**src/hw/tdx_pkg.sv**
```systemverilog
package tdx_pkg;
    // register byte offsets
    localparam logic [7:0] OFS_CTRL = 8'h00;
    localparam logic [7:0] OFS_BASE = 8'h04;
    localparam logic [7:0] OFS_IRQ_CTRL = 8'h08;
    localparam logic [7:0] OFS_SAVED_IRQ = 8'h0C;
    localparam logic [7:0] OFS_SYSCFG = 8'h10;
    localparam logic [7:0] OFS_LAST = 8'h14;
    localparam logic [7:0] OFS_COUNT = 8'h18;
    // control field positions
    localparam int CTRL_MMU_POS = 0;
    localparam int CTRL_FPU_POS = 1;
    localparam int CTRL_COP_POS = 2;
    localparam int CTRL_OPERAND_POS = 3;
    localparam int CTRL_CORE_REG_POS = 4;
    localparam int CTRL_SAVE_AREA_POS = 5;
    localparam int CTRL_SCR_POS = 6;
    localparam int CTRL_BITS = 7;
    localparam int CPN_POS = 8;
    localparam int LAST_ID_POS = 8;
    // reset values
    localparam logic [CTRL_BITS-1:0] CTRL_RST = 7'h78;
    localparam logic [31:0] BASE_RST = 32'h0000_0000;
    localparam logic IRQ_EN_RST = 1'b0;
    localparam logic [7:0] CPN_RST = 8'h00;
    // trap identifiers
    localparam logic [2:0] CLASS_PROT = 3'h1;
    localparam logic [2:0] CLASS_INSTR = 3'h2;
    localparam logic [2:0] CLASS_CTX = 3'h3;
    localparam logic [7:0] ID_GREG_WRITE = 8'h07;
    localparam logic [7:0] ID_ILLEGAL_OP = 8'h01;
    localparam logic [7:0] ID_UNIMPL_OP = 8'h02;
    localparam logic [7:0] ID_BAD_OPERAND = 8'h03;
    localparam logic [7:0] ID_ALIGN = 8'h04;
    localparam logic [7:0] ID_MEM_ADDR = 8'h05;
    localparam logic [7:0] ID_DEPLETION = 8'h01;
    localparam logic [7:0] ID_DEPTH_OVER = 8'h02;
    localparam logic [7:0] ID_DEPTH_UNDER = 8'h03;
    localparam logic [7:0] ID_FREE_UNDER = 8'h04;
    localparam logic [7:0] ID_STACK_UNDER = 8'h05;
    localparam logic [7:0] ID_CTX_TYPE = 8'h06;
    localparam int CLASS_SHIFT = 5;
    localparam int SEG_MSB = 31;
    localparam int SEG_LSB = 28;
    localparam logic [1:0] RESP_OKAY = 2'h0;
    localparam logic [1:0] RESP_SLVERR = 2'h2;

    typedef enum logic [1:0] {
        ST_IDLE = 2'h0,
        ST_DEPL = 2'h1
    } tdx_state_type;

    typedef struct packed {
        logic [31:0] pc;
        logic [31:0] resume_pc;
        logic opcode_known;
        logic need_mmu;
        logic need_fpu;
        logic need_cop;
        logic pair_operand;
        logic pair_odd;
        logic gaddr_write;
        logic gaddr_perm;
        logic mem_access;
        logic misaligned;
        logic circ_bad;
        logic [31:0] base_addr;
        logic [31:0] ea_addr;
        logic [31:0] end_addr;
        logic core_reg_hit;
        logic save_area_bad;
        logic scratch_out;
        logic is_call;
        logic is_ret;
        logic depth_en;
        logic [6:0] depth_count;
        logic [6:0] depth_max;
        logic ctx_save;
        logic entry_save;
        logic restore_lower;
        logic restore_upper;
        logic ctx_error;
        logic upper_lower_flag;
        logic [31:0] save_addr;
        logic [31:0] free_list_head_pointer;
        logic [31:0] context_limit_pointer;
        logic [31:0] previous_context_pointer;
    } tdx_req_type;

    typedef struct packed {
        logic valid;
        logic [2:0] trap_class_number;
        logic [7:0] trap_ident_number;
        logic [31:0] entry;
        logic [31:0] ret;
    } tdx_trap_type;
endpackage

```
**src/hw/tdx_trap_detect.sv**
```systemverilog
// Notes on behaviour
// - writing address registers 0,1,8,9 without permission raises trap ident 7.
// - instruction errors report under trap class 2.
// - opcode unknown to the core raises ident 1.
// - known instruction whose unit is absent raises ident 2.
// - odd register for a pair operand may raise ident 3, switchable.
// - misaligned data address or bad circular buffer raises ident 4.
// - effective address leaving the base segment raises ident 5.
// - object spanning two segments raises ident 5.
// - optional ident 5 for core register, save area or scratch range faults.
// - context save and restore faults report under trap class 3.
// - save into the limit-pointed area completes, then ident 1 depletion trap.
// - depletion during entry returns to the original handler's first instruction.
// - every depletion trap sets the depletion seen flag.
// - call at maximum depth with counting enabled raises ident 2.
// - return at zero depth with counting enabled raises ident 3.
// - save with null free list head raises ident 4.
// - any save or restore error abandons it, ident 4 into register fifteen.
// - restore with null previous context pointer raises ident 5.
// - restore of wrong context type raises ident 6.
// - entry is base OR class shifted left five; ident goes to register fifteen.
// - trap entry clears interrupt enable, saving enable and priority.
// - free list underflow beats every other request trap; only a pending depletion trap goes first.
`timescale 1ns/10ps
`default_nettype none
module tdx_trap_detect #(
    parameter int ADDR_W = 8
) (
    input wire logic aclk,
    input wire logic aresetn,
    input wire logic awvalid,
    output logic awready,
    input wire logic [ADDR_W-1:0] awaddr,
    input wire logic [2:0] awprot,
    input wire logic wvalid,
    output logic wready,
    input wire logic [31:0] wdata,
    input wire logic [3:0] wstrb,
    output logic bvalid,
    input wire logic bready,
    output logic [1:0] bresp,
    input wire logic arvalid,
    output logic arready,
    input wire logic [ADDR_W-1:0] araddr,
    input wire logic [2:0] arprot,
    output logic rvalid,
    input wire logic rready,
    output logic [31:0] rdata,
    output logic [1:0] rresp,
    input wire logic req_valid,
    output logic req_ready,
    input wire tdx_pkg::tdx_req_type req,
    output tdx_pkg::tdx_trap_type trap,
    output logic [31:0] data_register_fifteen,
    output logic global_interrupt_enable,
    output logic depletion_seen_flag
);
    if (ADDR_W < 5 || ADDR_W > 32) begin : g_chk
        $error("ADDR_W must lie between 5 and 32");
    end

    function automatic logic [31:0] wmerge(input logic [31:0] old, input logic [31:0] nw,
                                           input logic [3:0] be);
        logic [31:0] r;
        r = old;
        for (int i = 0; i < 4; i++) begin
            if (be[i]) begin
                r[i*8 +: 8] = nw[i*8 +: 8];
            end
        end
        return r;
    endfunction

    function automatic logic seg_diff(input logic [31:0] a, input logic [31:0] b);
        return a[tdx_pkg::SEG_MSB:tdx_pkg::SEG_LSB] != b[tdx_pkg::SEG_MSB:tdx_pkg::SEG_LSB];
    endfunction

    logic [tdx_pkg::CTRL_BITS-1:0] ctrl_ff;
    logic [31:0] base_ff;
    logic irq_en_ff;
    logic [7:0] irq_prio_ff;
    logic saved_en_ff;
    logic [7:0] saved_prio_ff;
    logic seen_ff;
    logic [2:0] last_class_ff;
    logic [7:0] last_ident_ff;
    logic [31:0] count_ff;
    logic bvalid_ff, rvalid_ff;
    logic [1:0] bresp_ff, rresp_ff;
    logic [31:0] rdata_ff;
    tdx_pkg::tdx_state_type state_ff, nxt_state;
    logic [31:0] depl_ret_ff;
    tdx_pkg::tdx_trap_type trap_ff, nxt_trap;

    // bus write: both channels taken in one cycle, one write outstanding
    logic wr_go, rd_go;
    logic [7:0] wa, ra;
    assign wa = 8'(awaddr & ADDR_W'('hFC));
    assign ra = 8'(araddr & ADDR_W'('hFC));
    assign wr_go = awvalid && wvalid && !bvalid_ff;
    assign rd_go = arvalid && !rvalid_ff;
    assign awready = wr_go;
    assign wready = wr_go;
    assign arready = rd_go;
    assign bvalid = bvalid_ff;
    assign bresp = bresp_ff;
    assign rvalid = rvalid_ff;
    assign rresp = rresp_ff;
    assign rdata = rdata_ff;

    function automatic logic mapped(input logic [7:0] a);
        return a <= tdx_pkg::OFS_COUNT;
    endfunction

    always_ff @(posedge aclk) begin
        if (!aresetn) begin
            bvalid_ff <= 1'b0;
            bresp_ff <= tdx_pkg::RESP_OKAY;
        end else if (wr_go) begin
            bvalid_ff <= 1'b1;
            bresp_ff <= mapped(wa) ? tdx_pkg::RESP_OKAY : tdx_pkg::RESP_SLVERR;
        end else if (bready) begin
            bvalid_ff <= 1'b0;
        end
    end

    always_ff @(posedge aclk) begin
        if (!aresetn) begin
            rvalid_ff <= 1'b0;
            rresp_ff <= tdx_pkg::RESP_OKAY;
            rdata_ff <= 32'h0000_0000;
        end else if (rd_go) begin
            rvalid_ff <= 1'b1;
            rresp_ff <= mapped(ra) ? tdx_pkg::RESP_OKAY : tdx_pkg::RESP_SLVERR;
            case (ra)
                tdx_pkg::OFS_CTRL: rdata_ff <= 32'(ctrl_ff);
                tdx_pkg::OFS_BASE: rdata_ff <= base_ff;
                tdx_pkg::OFS_IRQ_CTRL: rdata_ff <= {16'h0000, irq_prio_ff, 7'h00, irq_en_ff};
                tdx_pkg::OFS_SAVED_IRQ: rdata_ff <= {16'h0000, saved_prio_ff, 7'h00, saved_en_ff};
                tdx_pkg::OFS_SYSCFG: rdata_ff <= {31'h0000_0000, seen_ff};
                tdx_pkg::OFS_LAST: rdata_ff <= {16'h0000, last_ident_ff, 5'h00, last_class_ff};
                tdx_pkg::OFS_COUNT: rdata_ff <= count_ff;
                default: rdata_ff <= 32'h0000_0000;
            endcase
        end else if (rready) begin
            rvalid_ff <= 1'b0;
        end
    end

    logic [31:0] ctrl_w, base_w, irq_w, sys_w;
    assign ctrl_w = wmerge(32'(ctrl_ff), wdata, wstrb);
    assign base_w = wmerge(base_ff, wdata, wstrb);
    assign irq_w = wmerge({16'h0000, irq_prio_ff, 7'h00, irq_en_ff}, wdata, wstrb);
    assign sys_w = wmerge(32'h0000_0000, wdata, wstrb);

    always_ff @(posedge aclk) begin
        if (!aresetn) begin
            ctrl_ff <= tdx_pkg::CTRL_RST;
            base_ff <= tdx_pkg::BASE_RST;
        end else if (wr_go && wa == tdx_pkg::OFS_CTRL) begin
            ctrl_ff <= ctrl_w[tdx_pkg::CTRL_BITS-1:0];
        end else if (wr_go && wa == tdx_pkg::OFS_BASE) begin
            // bit 0 of the base is fixed at zero, handlers are halfword aligned
            base_ff <= {base_w[31:1], 1'b0};
        end
    end

    // trap detection for the offered request
    logic save_fault, fire;
    always_comb begin
        nxt_trap = '0;
        save_fault = (req.ctx_save && req.free_list_head_pointer == 32'h0000_0000) ||
                     ((req.ctx_save || req.restore_lower || req.restore_upper) && req.ctx_error);
        if (state_ff == tdx_pkg::ST_DEPL) begin
            nxt_trap.valid = 1'b1;
            nxt_trap.trap_class_number = tdx_pkg::CLASS_CTX;
            nxt_trap.trap_ident_number = tdx_pkg::ID_DEPLETION;
            nxt_trap.ret = depl_ret_ff;
        end else if (req_valid) begin
            nxt_trap.valid = 1'b1;
            nxt_trap.ret = req.pc;
            if (save_fault) begin
                nxt_trap.trap_class_number = tdx_pkg::CLASS_CTX;
                nxt_trap.trap_ident_number = tdx_pkg::ID_FREE_UNDER;
            end else if (!req.opcode_known) begin
                nxt_trap.trap_class_number = tdx_pkg::CLASS_INSTR;
                nxt_trap.trap_ident_number = tdx_pkg::ID_ILLEGAL_OP;
            end else if ((req.need_mmu && !ctrl_ff[tdx_pkg::CTRL_MMU_POS]) ||
                         (req.need_fpu && !ctrl_ff[tdx_pkg::CTRL_FPU_POS]) ||
                         (req.need_cop && !ctrl_ff[tdx_pkg::CTRL_COP_POS])) begin
                nxt_trap.trap_class_number = tdx_pkg::CLASS_INSTR;
                nxt_trap.trap_ident_number = tdx_pkg::ID_UNIMPL_OP;
            end else if (ctrl_ff[tdx_pkg::CTRL_OPERAND_POS] && req.pair_operand && req.pair_odd) begin
                nxt_trap.trap_class_number = tdx_pkg::CLASS_INSTR;
                nxt_trap.trap_ident_number = tdx_pkg::ID_BAD_OPERAND;
            end else if ((req.restore_lower || req.restore_upper) &&
                         req.previous_context_pointer == 32'h0000_0000) begin
                nxt_trap.trap_class_number = tdx_pkg::CLASS_CTX;
                nxt_trap.trap_ident_number = tdx_pkg::ID_STACK_UNDER;
            end else if ((req.restore_lower && req.upper_lower_flag) ||
                         (req.restore_upper && !req.upper_lower_flag)) begin
                nxt_trap.trap_class_number = tdx_pkg::CLASS_CTX;
                nxt_trap.trap_ident_number = tdx_pkg::ID_CTX_TYPE;
            end else if (req.is_call && req.depth_en && req.depth_count == req.depth_max) begin
                nxt_trap.trap_class_number = tdx_pkg::CLASS_CTX;
                nxt_trap.trap_ident_number = tdx_pkg::ID_DEPTH_OVER;
            end else if (req.is_ret && req.depth_en && req.depth_count == 7'h00) begin
                nxt_trap.trap_class_number = tdx_pkg::CLASS_CTX;
                nxt_trap.trap_ident_number = tdx_pkg::ID_DEPTH_UNDER;
            end else if (req.mem_access && (req.misaligned || req.circ_bad)) begin
                nxt_trap.trap_class_number = tdx_pkg::CLASS_INSTR;
                nxt_trap.trap_ident_number = tdx_pkg::ID_ALIGN;
            end else if (req.mem_access && (seg_diff(req.base_addr, req.ea_addr) ||
                         seg_diff(req.ea_addr, req.end_addr) ||
                         (req.core_reg_hit && ctrl_ff[tdx_pkg::CTRL_CORE_REG_POS]) ||
                         (req.save_area_bad && ctrl_ff[tdx_pkg::CTRL_SAVE_AREA_POS]) ||
                         (req.scratch_out && ctrl_ff[tdx_pkg::CTRL_SCR_POS]))) begin
                nxt_trap.trap_class_number = tdx_pkg::CLASS_INSTR;
                nxt_trap.trap_ident_number = tdx_pkg::ID_MEM_ADDR;
            end else if (req.gaddr_write && !req.gaddr_perm) begin
                nxt_trap.trap_class_number = tdx_pkg::CLASS_PROT;
                nxt_trap.trap_ident_number = tdx_pkg::ID_GREG_WRITE;
            end else begin
                nxt_trap.valid = 1'b0;
            end
        end
        nxt_trap.entry = base_ff | (32'(nxt_trap.trap_class_number) << tdx_pkg::CLASS_SHIFT);
    end
    assign fire = nxt_trap.valid;
    assign req_ready = state_ff == tdx_pkg::ST_IDLE;

    // a clean save into the limit-pointed area finishes, the depletion trap follows
    logic depl_hit;
    assign depl_hit = req_valid && req_ready && !fire && req.ctx_save &&
                      req.save_addr == req.context_limit_pointer;

    always_comb begin
        case (state_ff)
            tdx_pkg::ST_IDLE: nxt_state = depl_hit ? tdx_pkg::ST_DEPL : tdx_pkg::ST_IDLE;
            tdx_pkg::ST_DEPL: nxt_state = tdx_pkg::ST_IDLE;
            default: nxt_state = tdx_pkg::ST_IDLE;
        endcase
    end

    always_ff @(posedge aclk) begin
        if (!aresetn) begin
            state_ff <= tdx_pkg::ST_IDLE;
            depl_ret_ff <= 32'h0000_0000;
        end else begin
            state_ff <= nxt_state;
            if (depl_hit) begin
                // pipeline already hands over the handler's first instruction for entry saves
                depl_ret_ff <= req.resume_pc;
            end
        end
    end

    always_ff @(posedge aclk) begin
        if (!aresetn) begin
            trap_ff <= '0;
            data_register_fifteen <= 32'h0000_0000;
            last_class_ff <= 3'h0;
            last_ident_ff <= 8'h00;
            count_ff <= 32'h0000_0000;
        end else begin
            trap_ff <= nxt_trap;
            if (fire) begin
                data_register_fifteen <= 32'(nxt_trap.trap_ident_number);
                last_class_ff <= nxt_trap.trap_class_number;
                last_ident_ff <= nxt_trap.trap_ident_number;
                count_ff <= count_ff + 32'h0000_0001;
            end
        end
    end
    assign trap = trap_ff;

    // trap entry beats a software write to the enable in the same cycle
    always_ff @(posedge aclk) begin
        if (!aresetn) begin
            irq_en_ff <= tdx_pkg::IRQ_EN_RST;
            irq_prio_ff <= tdx_pkg::CPN_RST;
            saved_en_ff <= 1'b0;
            saved_prio_ff <= 8'h00;
        end else if (fire) begin
            irq_en_ff <= 1'b0;
            saved_en_ff <= irq_en_ff;
            saved_prio_ff <= irq_prio_ff;
        end else if (wr_go && wa == tdx_pkg::OFS_IRQ_CTRL) begin
            irq_en_ff <= irq_w[0];
            irq_prio_ff <= irq_w[tdx_pkg::CPN_POS +: 8];
        end
    end
    assign global_interrupt_enable = irq_en_ff;

    // write one to clear; a depletion trap in the same cycle keeps it set
    always_ff @(posedge aclk) begin
        if (!aresetn) begin
            seen_ff <= 1'b0;
        end else if (state_ff == tdx_pkg::ST_DEPL) begin
            seen_ff <= 1'b1;
        end else if (wr_go && wa == tdx_pkg::OFS_SYSCFG && sys_w[0]) begin
            seen_ff <= 1'b0;
        end
    end
    assign depletion_seen_flag = seen_ff;
endmodule
`default_nettype wire

```
**config.mk**
```make
export PLATFORM = sky130hd
export DESIGN_NAME = tdx_trap_detect
export DESIGN_NICKNAME = d
export VERILOG_FILES = /design/src/hw/tdx_pkg.sv /design/src/hw/tdx_trap_detect.sv
export SDC_FILE = /design/constraint.sdc
export NUM_CORES = 1
export LEC_CHECK = 0
export BUFFER_PORTS_ARGS = -buffer_cell sky130_fd_sc_hd__buf_4
export CAP_MARGIN = 15
export CELL_PAD_IN_SITES_DETAIL_PLACEMENT = 0
export CELL_PAD_IN_SITES_GLOBAL_PLACEMENT = 1
export CORE_AREA = 2 2 209 211
export CTS_BUF_LIST = sky130_fd_sc_hd__clkbuf_2 sky130_fd_sc_hd__clkbuf_4 sky130_fd_sc_hd__clkbuf_8
export DETAILED_ROUTE_END_ITERATION = 16
export DIE_AREA = 0 0 211 213
export PLACE_DENSITY_LB_ADDON = 0.1
export SLEW_MARGIN = 20
export SYNTH_ARGS = -nofsm -noshare
export SYNTH_HDL_FRONTEND = slang
export SYNTH_SLANG_ARGS = --single-unit
```
**constraint.sdc**
```tcl
create_clock -name aclk -period 3 [get_ports aclk]
set_input_delay 0.3 -clock aclk [delete_from_list [all_inputs] [get_ports aclk]]
set_output_delay 0.3 -clock aclk [all_outputs]
set_load 0.01 [all_outputs]
```
==> results.ini <==
[sta]
final_critical_path_setup_slack_ns=0.202
report.final.slew_viol_count=0
fraction_of_the_cycle_the_final_worst_path_needs_pct=93.3
hold_ws_ns=0.0538
tightestPinTransition_ns=0.777
finalCriticalPeriod_ns=2.80
final.setup.tns_ns=0
fin_skew_ns=0.0333
timing.fmax_mhz=357
timing_hold_violations_final=0
slew-limit-headroom_pct=48.2
grt_setup_unrepaired=false
setup_viol=0

[finish]
final.fill_count=4356
synthToLayoutAreaGrowth_pct=49.2
multi_input_comb_area_sq_um=6030
final-seq-area_sq_um=4650
share_of_layout_cells_above_drive_strength_1_pct=30.2
fin_nets=2196
final_area_sq_um=16700

[setup_path]
reg2regPathDepth=8
criticalPathCategory=reg -> reg
setup.reg_to_reg.worst_slack_ns=0.20
critPathLaunchType=flop
timing.critical_path.fanout_max=19
r2r_start=bvalid$_SDFFE_PN0P_
worst_ep_arrival_time_ns=3.32
reg2reg_to=base_ff[17]$_SDFFE_PN0P_
wp_data_required_ns=3.52
setup.worst_path.end_class=flop

[pwr]
ir_drop_mv=0.222
total_power_uw=7330
total_leakage_power_uw=0.00669
combinational_group_share_of_total_power_pct=12.5
net-switching-power_uw=1880
power.sequential.fraction_pct=42.8
p_clk_share_pct=44.6
switching_share_pct=25.6
power_report.internal_total_uw=5450
ratio_of_total_power_to_cell_area_nw_per_um2=438

[drt]
vias=11500
final_antenna_net_count=0
detail_route.drc_violations=0
routed_wl_mm=46.9
detail_route.first_pass.iterations=7
vias_per_cell=4.81
first_iter_violations=639
wl_per_cell_um=19.6

[yosys]
synth_xor_area_share_pct=3.04
post_synth_and_or_nand_nor_area_fraction_pct=27.7
yosysSeqAreaShare_pct=41.4
synth_enable_flop_cells=0
synth_compound_gate_area_share_pct=15.8
synthMuxAreaShare_pct=5.46
netlist_area_sq_um=11200
synth_flop_cell=sky130_fd_sc_hd__dfxtp_1
post_synth_inst_count=1315
synth.yosys.warnings=0
combinational_family_with_the_most_area_after_synthesis=simple AND/OR/NAND/NOR gates
cell_type_with_the_highest_aggregate_area_in_the_netlist=sky130_fd_sc_hd__dfxtp_1
netlist.area_leader.share_pct=41.4
netlist_top_cells_area=sky130_fd_sc_hd__dfxtp_1 (41%), sky130_fd_sc_hd__nand2_1 (6.0%), sky130_fd_sc_hd__mux2i_1 (5.3%)
synth-seq-cells=232
postSynthAreaPerCell_sq_um=8.53
synth_fa_ha_area_share_pct=0.112
asyncSetResetFlopFracSynth_pct=0
synth_cell_types=62

[cts]
library_cell_used_as_clock_root_buffer=sky130_fd_sc_hd__clkbuf_8
cts-htree-levels=2
numClockSinks=232
tritoncts=built
worst_skew_pair.late_latency_ns=0.61
clock_path_buffers=3
cts.clk_slew.worst_paths_ns=0.06
cts_made_buffers=44
postCtsSetupRepairBufs=0

[floorplanning]
floorplan.initialDensity_pct=26.3
rows=76
die_x_um=211
top_level_ports=543
die_h_um=213
core_area_sq_um=42700
fp.dieArea_sq_um=44900

[hold_path]
hold_end=trap[2]$_SDFF_PN0_
depth_of_the_worst_hold_timing_path=3
hold_path.startpoint=req[295]
hold_path_class=in -> reg

[placement]
place_ws_ns=0.262
portBuffers=409
detailed_place.area_sq_um=14900
gp_congestion=0.874
dp_hpwl_mm=34.8

[grt]
largest_net_degree_at_the_start_of_global_routing=136
globalRoute.totalOverflow=0
gr-usage-all-layers_pct=20.4
grt_pass1_wl_mm=69.6
via_count_of_the_first_global_routing_pass=11300
initial_antenna_violation_count=5

[run_status]
outcome=complete, no violations

[flow_run]
number_of_maximum_capacitance_constraint_violations=0

cell usage after synthesis (all sizes together) (32+ instances only):
library cell,instances
clkbuf,86
nand2,180
nand2b,34
a22oi,64
o211ai,38
a21boi,35
mux2i,59
buf,52
and2,56
nor2b,47
o21ai,32
dfxtp,232
nand3,113
or4,39
a21oi,36
layer usage:
layer	share of wire (%)	up-vias	track usage, %	routed length, um
met4	3.5	0	8.11	1650
met3	5.4	74	4.50	2530
li1	-	5647	-	-
met5	0	-	0	0
met2	46	358	33.1	21600
met1	45	5406	26.4	21100
critical path, stage by stage, from the launching register on:
cell and delay [ns]:
sky130_fd_sc_hd__dfxtp_1 0.32, sky130_fd_sc_hd__nand3b_1 0.21, sky130_fd_sc_hd__or4_1 0.55, sky130_fd_sc_hd__nor4b_4 0.37, sky130_fd_sc_hd__buf_6 0.24, sky130_fd_sc_hd__buf_4 0.21, sky130_fd_sc_hd__nand3_1 0.09, sky130_fd_sc_hd__dlygate4sd3_1 0.56
sky130_fd_sc_hd__a21boi_0 0.14
worst max-delay path by stage:
stage / slack [ns] / startpoint / endpoint
after detailed placement: 0.26 / req[133] / depl_ret_ff[25]$_SDFFE_PN0P_
after floorplan: 0.55 / ctrl_ff[0]$_SDFFE_PN0P_ / depl_ret_ff[17]$_SDFFE_PN0P_
after global placement: 0.30 / req[8] / trap[37]$_SDFF_PN0_
final: 0.20 / bvalid$_SDFFE_PN0P_ / base_ff[17]$_SDFFE_PN0P_
after global routing: 0.04 / bvalid$_SDFFE_PN0P_ / base_ff[21]$_SDFFE_PN0P_
after CTS: 0.15 / bvalid$_SDFFE_PN0P_ / base_ff[18]$_SDFFE_PN0P_
cells by family (layout without fill, tap and decap cells):
logic type / count (synthesis) / count (layout)
and+or+nand+nor: 582 / 582
AOI/OAI and AO/OA: 250 / 250
DFF: 232 / 232
buffers and inverters: 149 / 631
muxes: 61 / 61
xor gates and xnor gates: 39 / 39
adders and majority gates: 1 / 1
other: 1 / 44
power groups by stage:
stage                     Sequential, uW  Clock [uW]  Combinational, uW
final                               3140        3270                919
after global routing                3140        3540               1000
after CTS                           3140        3400                929
after detailed placement            3200           0                848
after global placement              3200           0                845
after floorplan                     3210           0                347
flip-flops by register name (all words and copies together) (netlist names), 2 cells and up:
register	cells
last_class_ff	2
trap	69
irq_prio_ff	8
count_ff	32
base_ff	31
ctrl_ff	7
rdata	32
data_register_fifteen	3
saved_prio_ff	8
depl_ret_ff	32
timing repair:
action                                  CTS  global route
resized for setup                         0             1
endpoints found under the setup margin    0             7
hold buffers                             86             0
hold endpoints to repair                 82             0
area by class of cell:
type / instances / share of cell area (%)
tap: 546 / 4.08
timing repair buffer: 544 / 26.3
clock buffer: 71 / 5.24
clock inverter: 5 / 0.239
sequential: 232 / 27.8
multi-input combinational: 971 / 36.1
inverter: 11 / 0.247
antenna: 6 / 0.0897
cells in the final DEF (no fill, tap or decap), types with 25 or more instances in the layout:
cell,instances
sky130_fd_sc_hd__buf_4,449
sky130_fd_sc_hd__a21oi_1,36
sky130_fd_sc_hd__a21boi_0,34
sky130_fd_sc_hd__nand2_1,180
sky130_fd_sc_hd__and2_1,56
sky130_fd_sc_hd__or4_1,38
sky130_fd_sc_hd__xnor2_1,25
sky130_fd_sc_hd__nand4_1,29
sky130_fd_sc_hd__o211ai_1,38
sky130_fd_sc_hd__mux2i_1,59
sky130_fd_sc_hd__clkbuf_8,55
sky130_fd_sc_hd__a22oi_1,64
sky130_fd_sc_hd__dfxtp_1,231
sky130_fd_sc_hd__nand3_1,113
sky130_fd_sc_hd__o21ai_0,31
sky130_fd_sc_hd__conb_1,38
sky130_fd_sc_hd__nand2b_1,34
sky130_fd_sc_hd__nor2b_1,46
sky130_fd_sc_hd__dlygate4sd3_1,86
through the flow:
step	utilization [%]	cells
2_1_floorplan	-	1352
3_3_place_gp	35.0	2218
3_5_place_dp	35.0	2218
4_1_cts	39.2	2380
5_1_grt	39.2	2384
6_report	39.2	2386
Note: power is estimated with default switching activity, not from simulation.
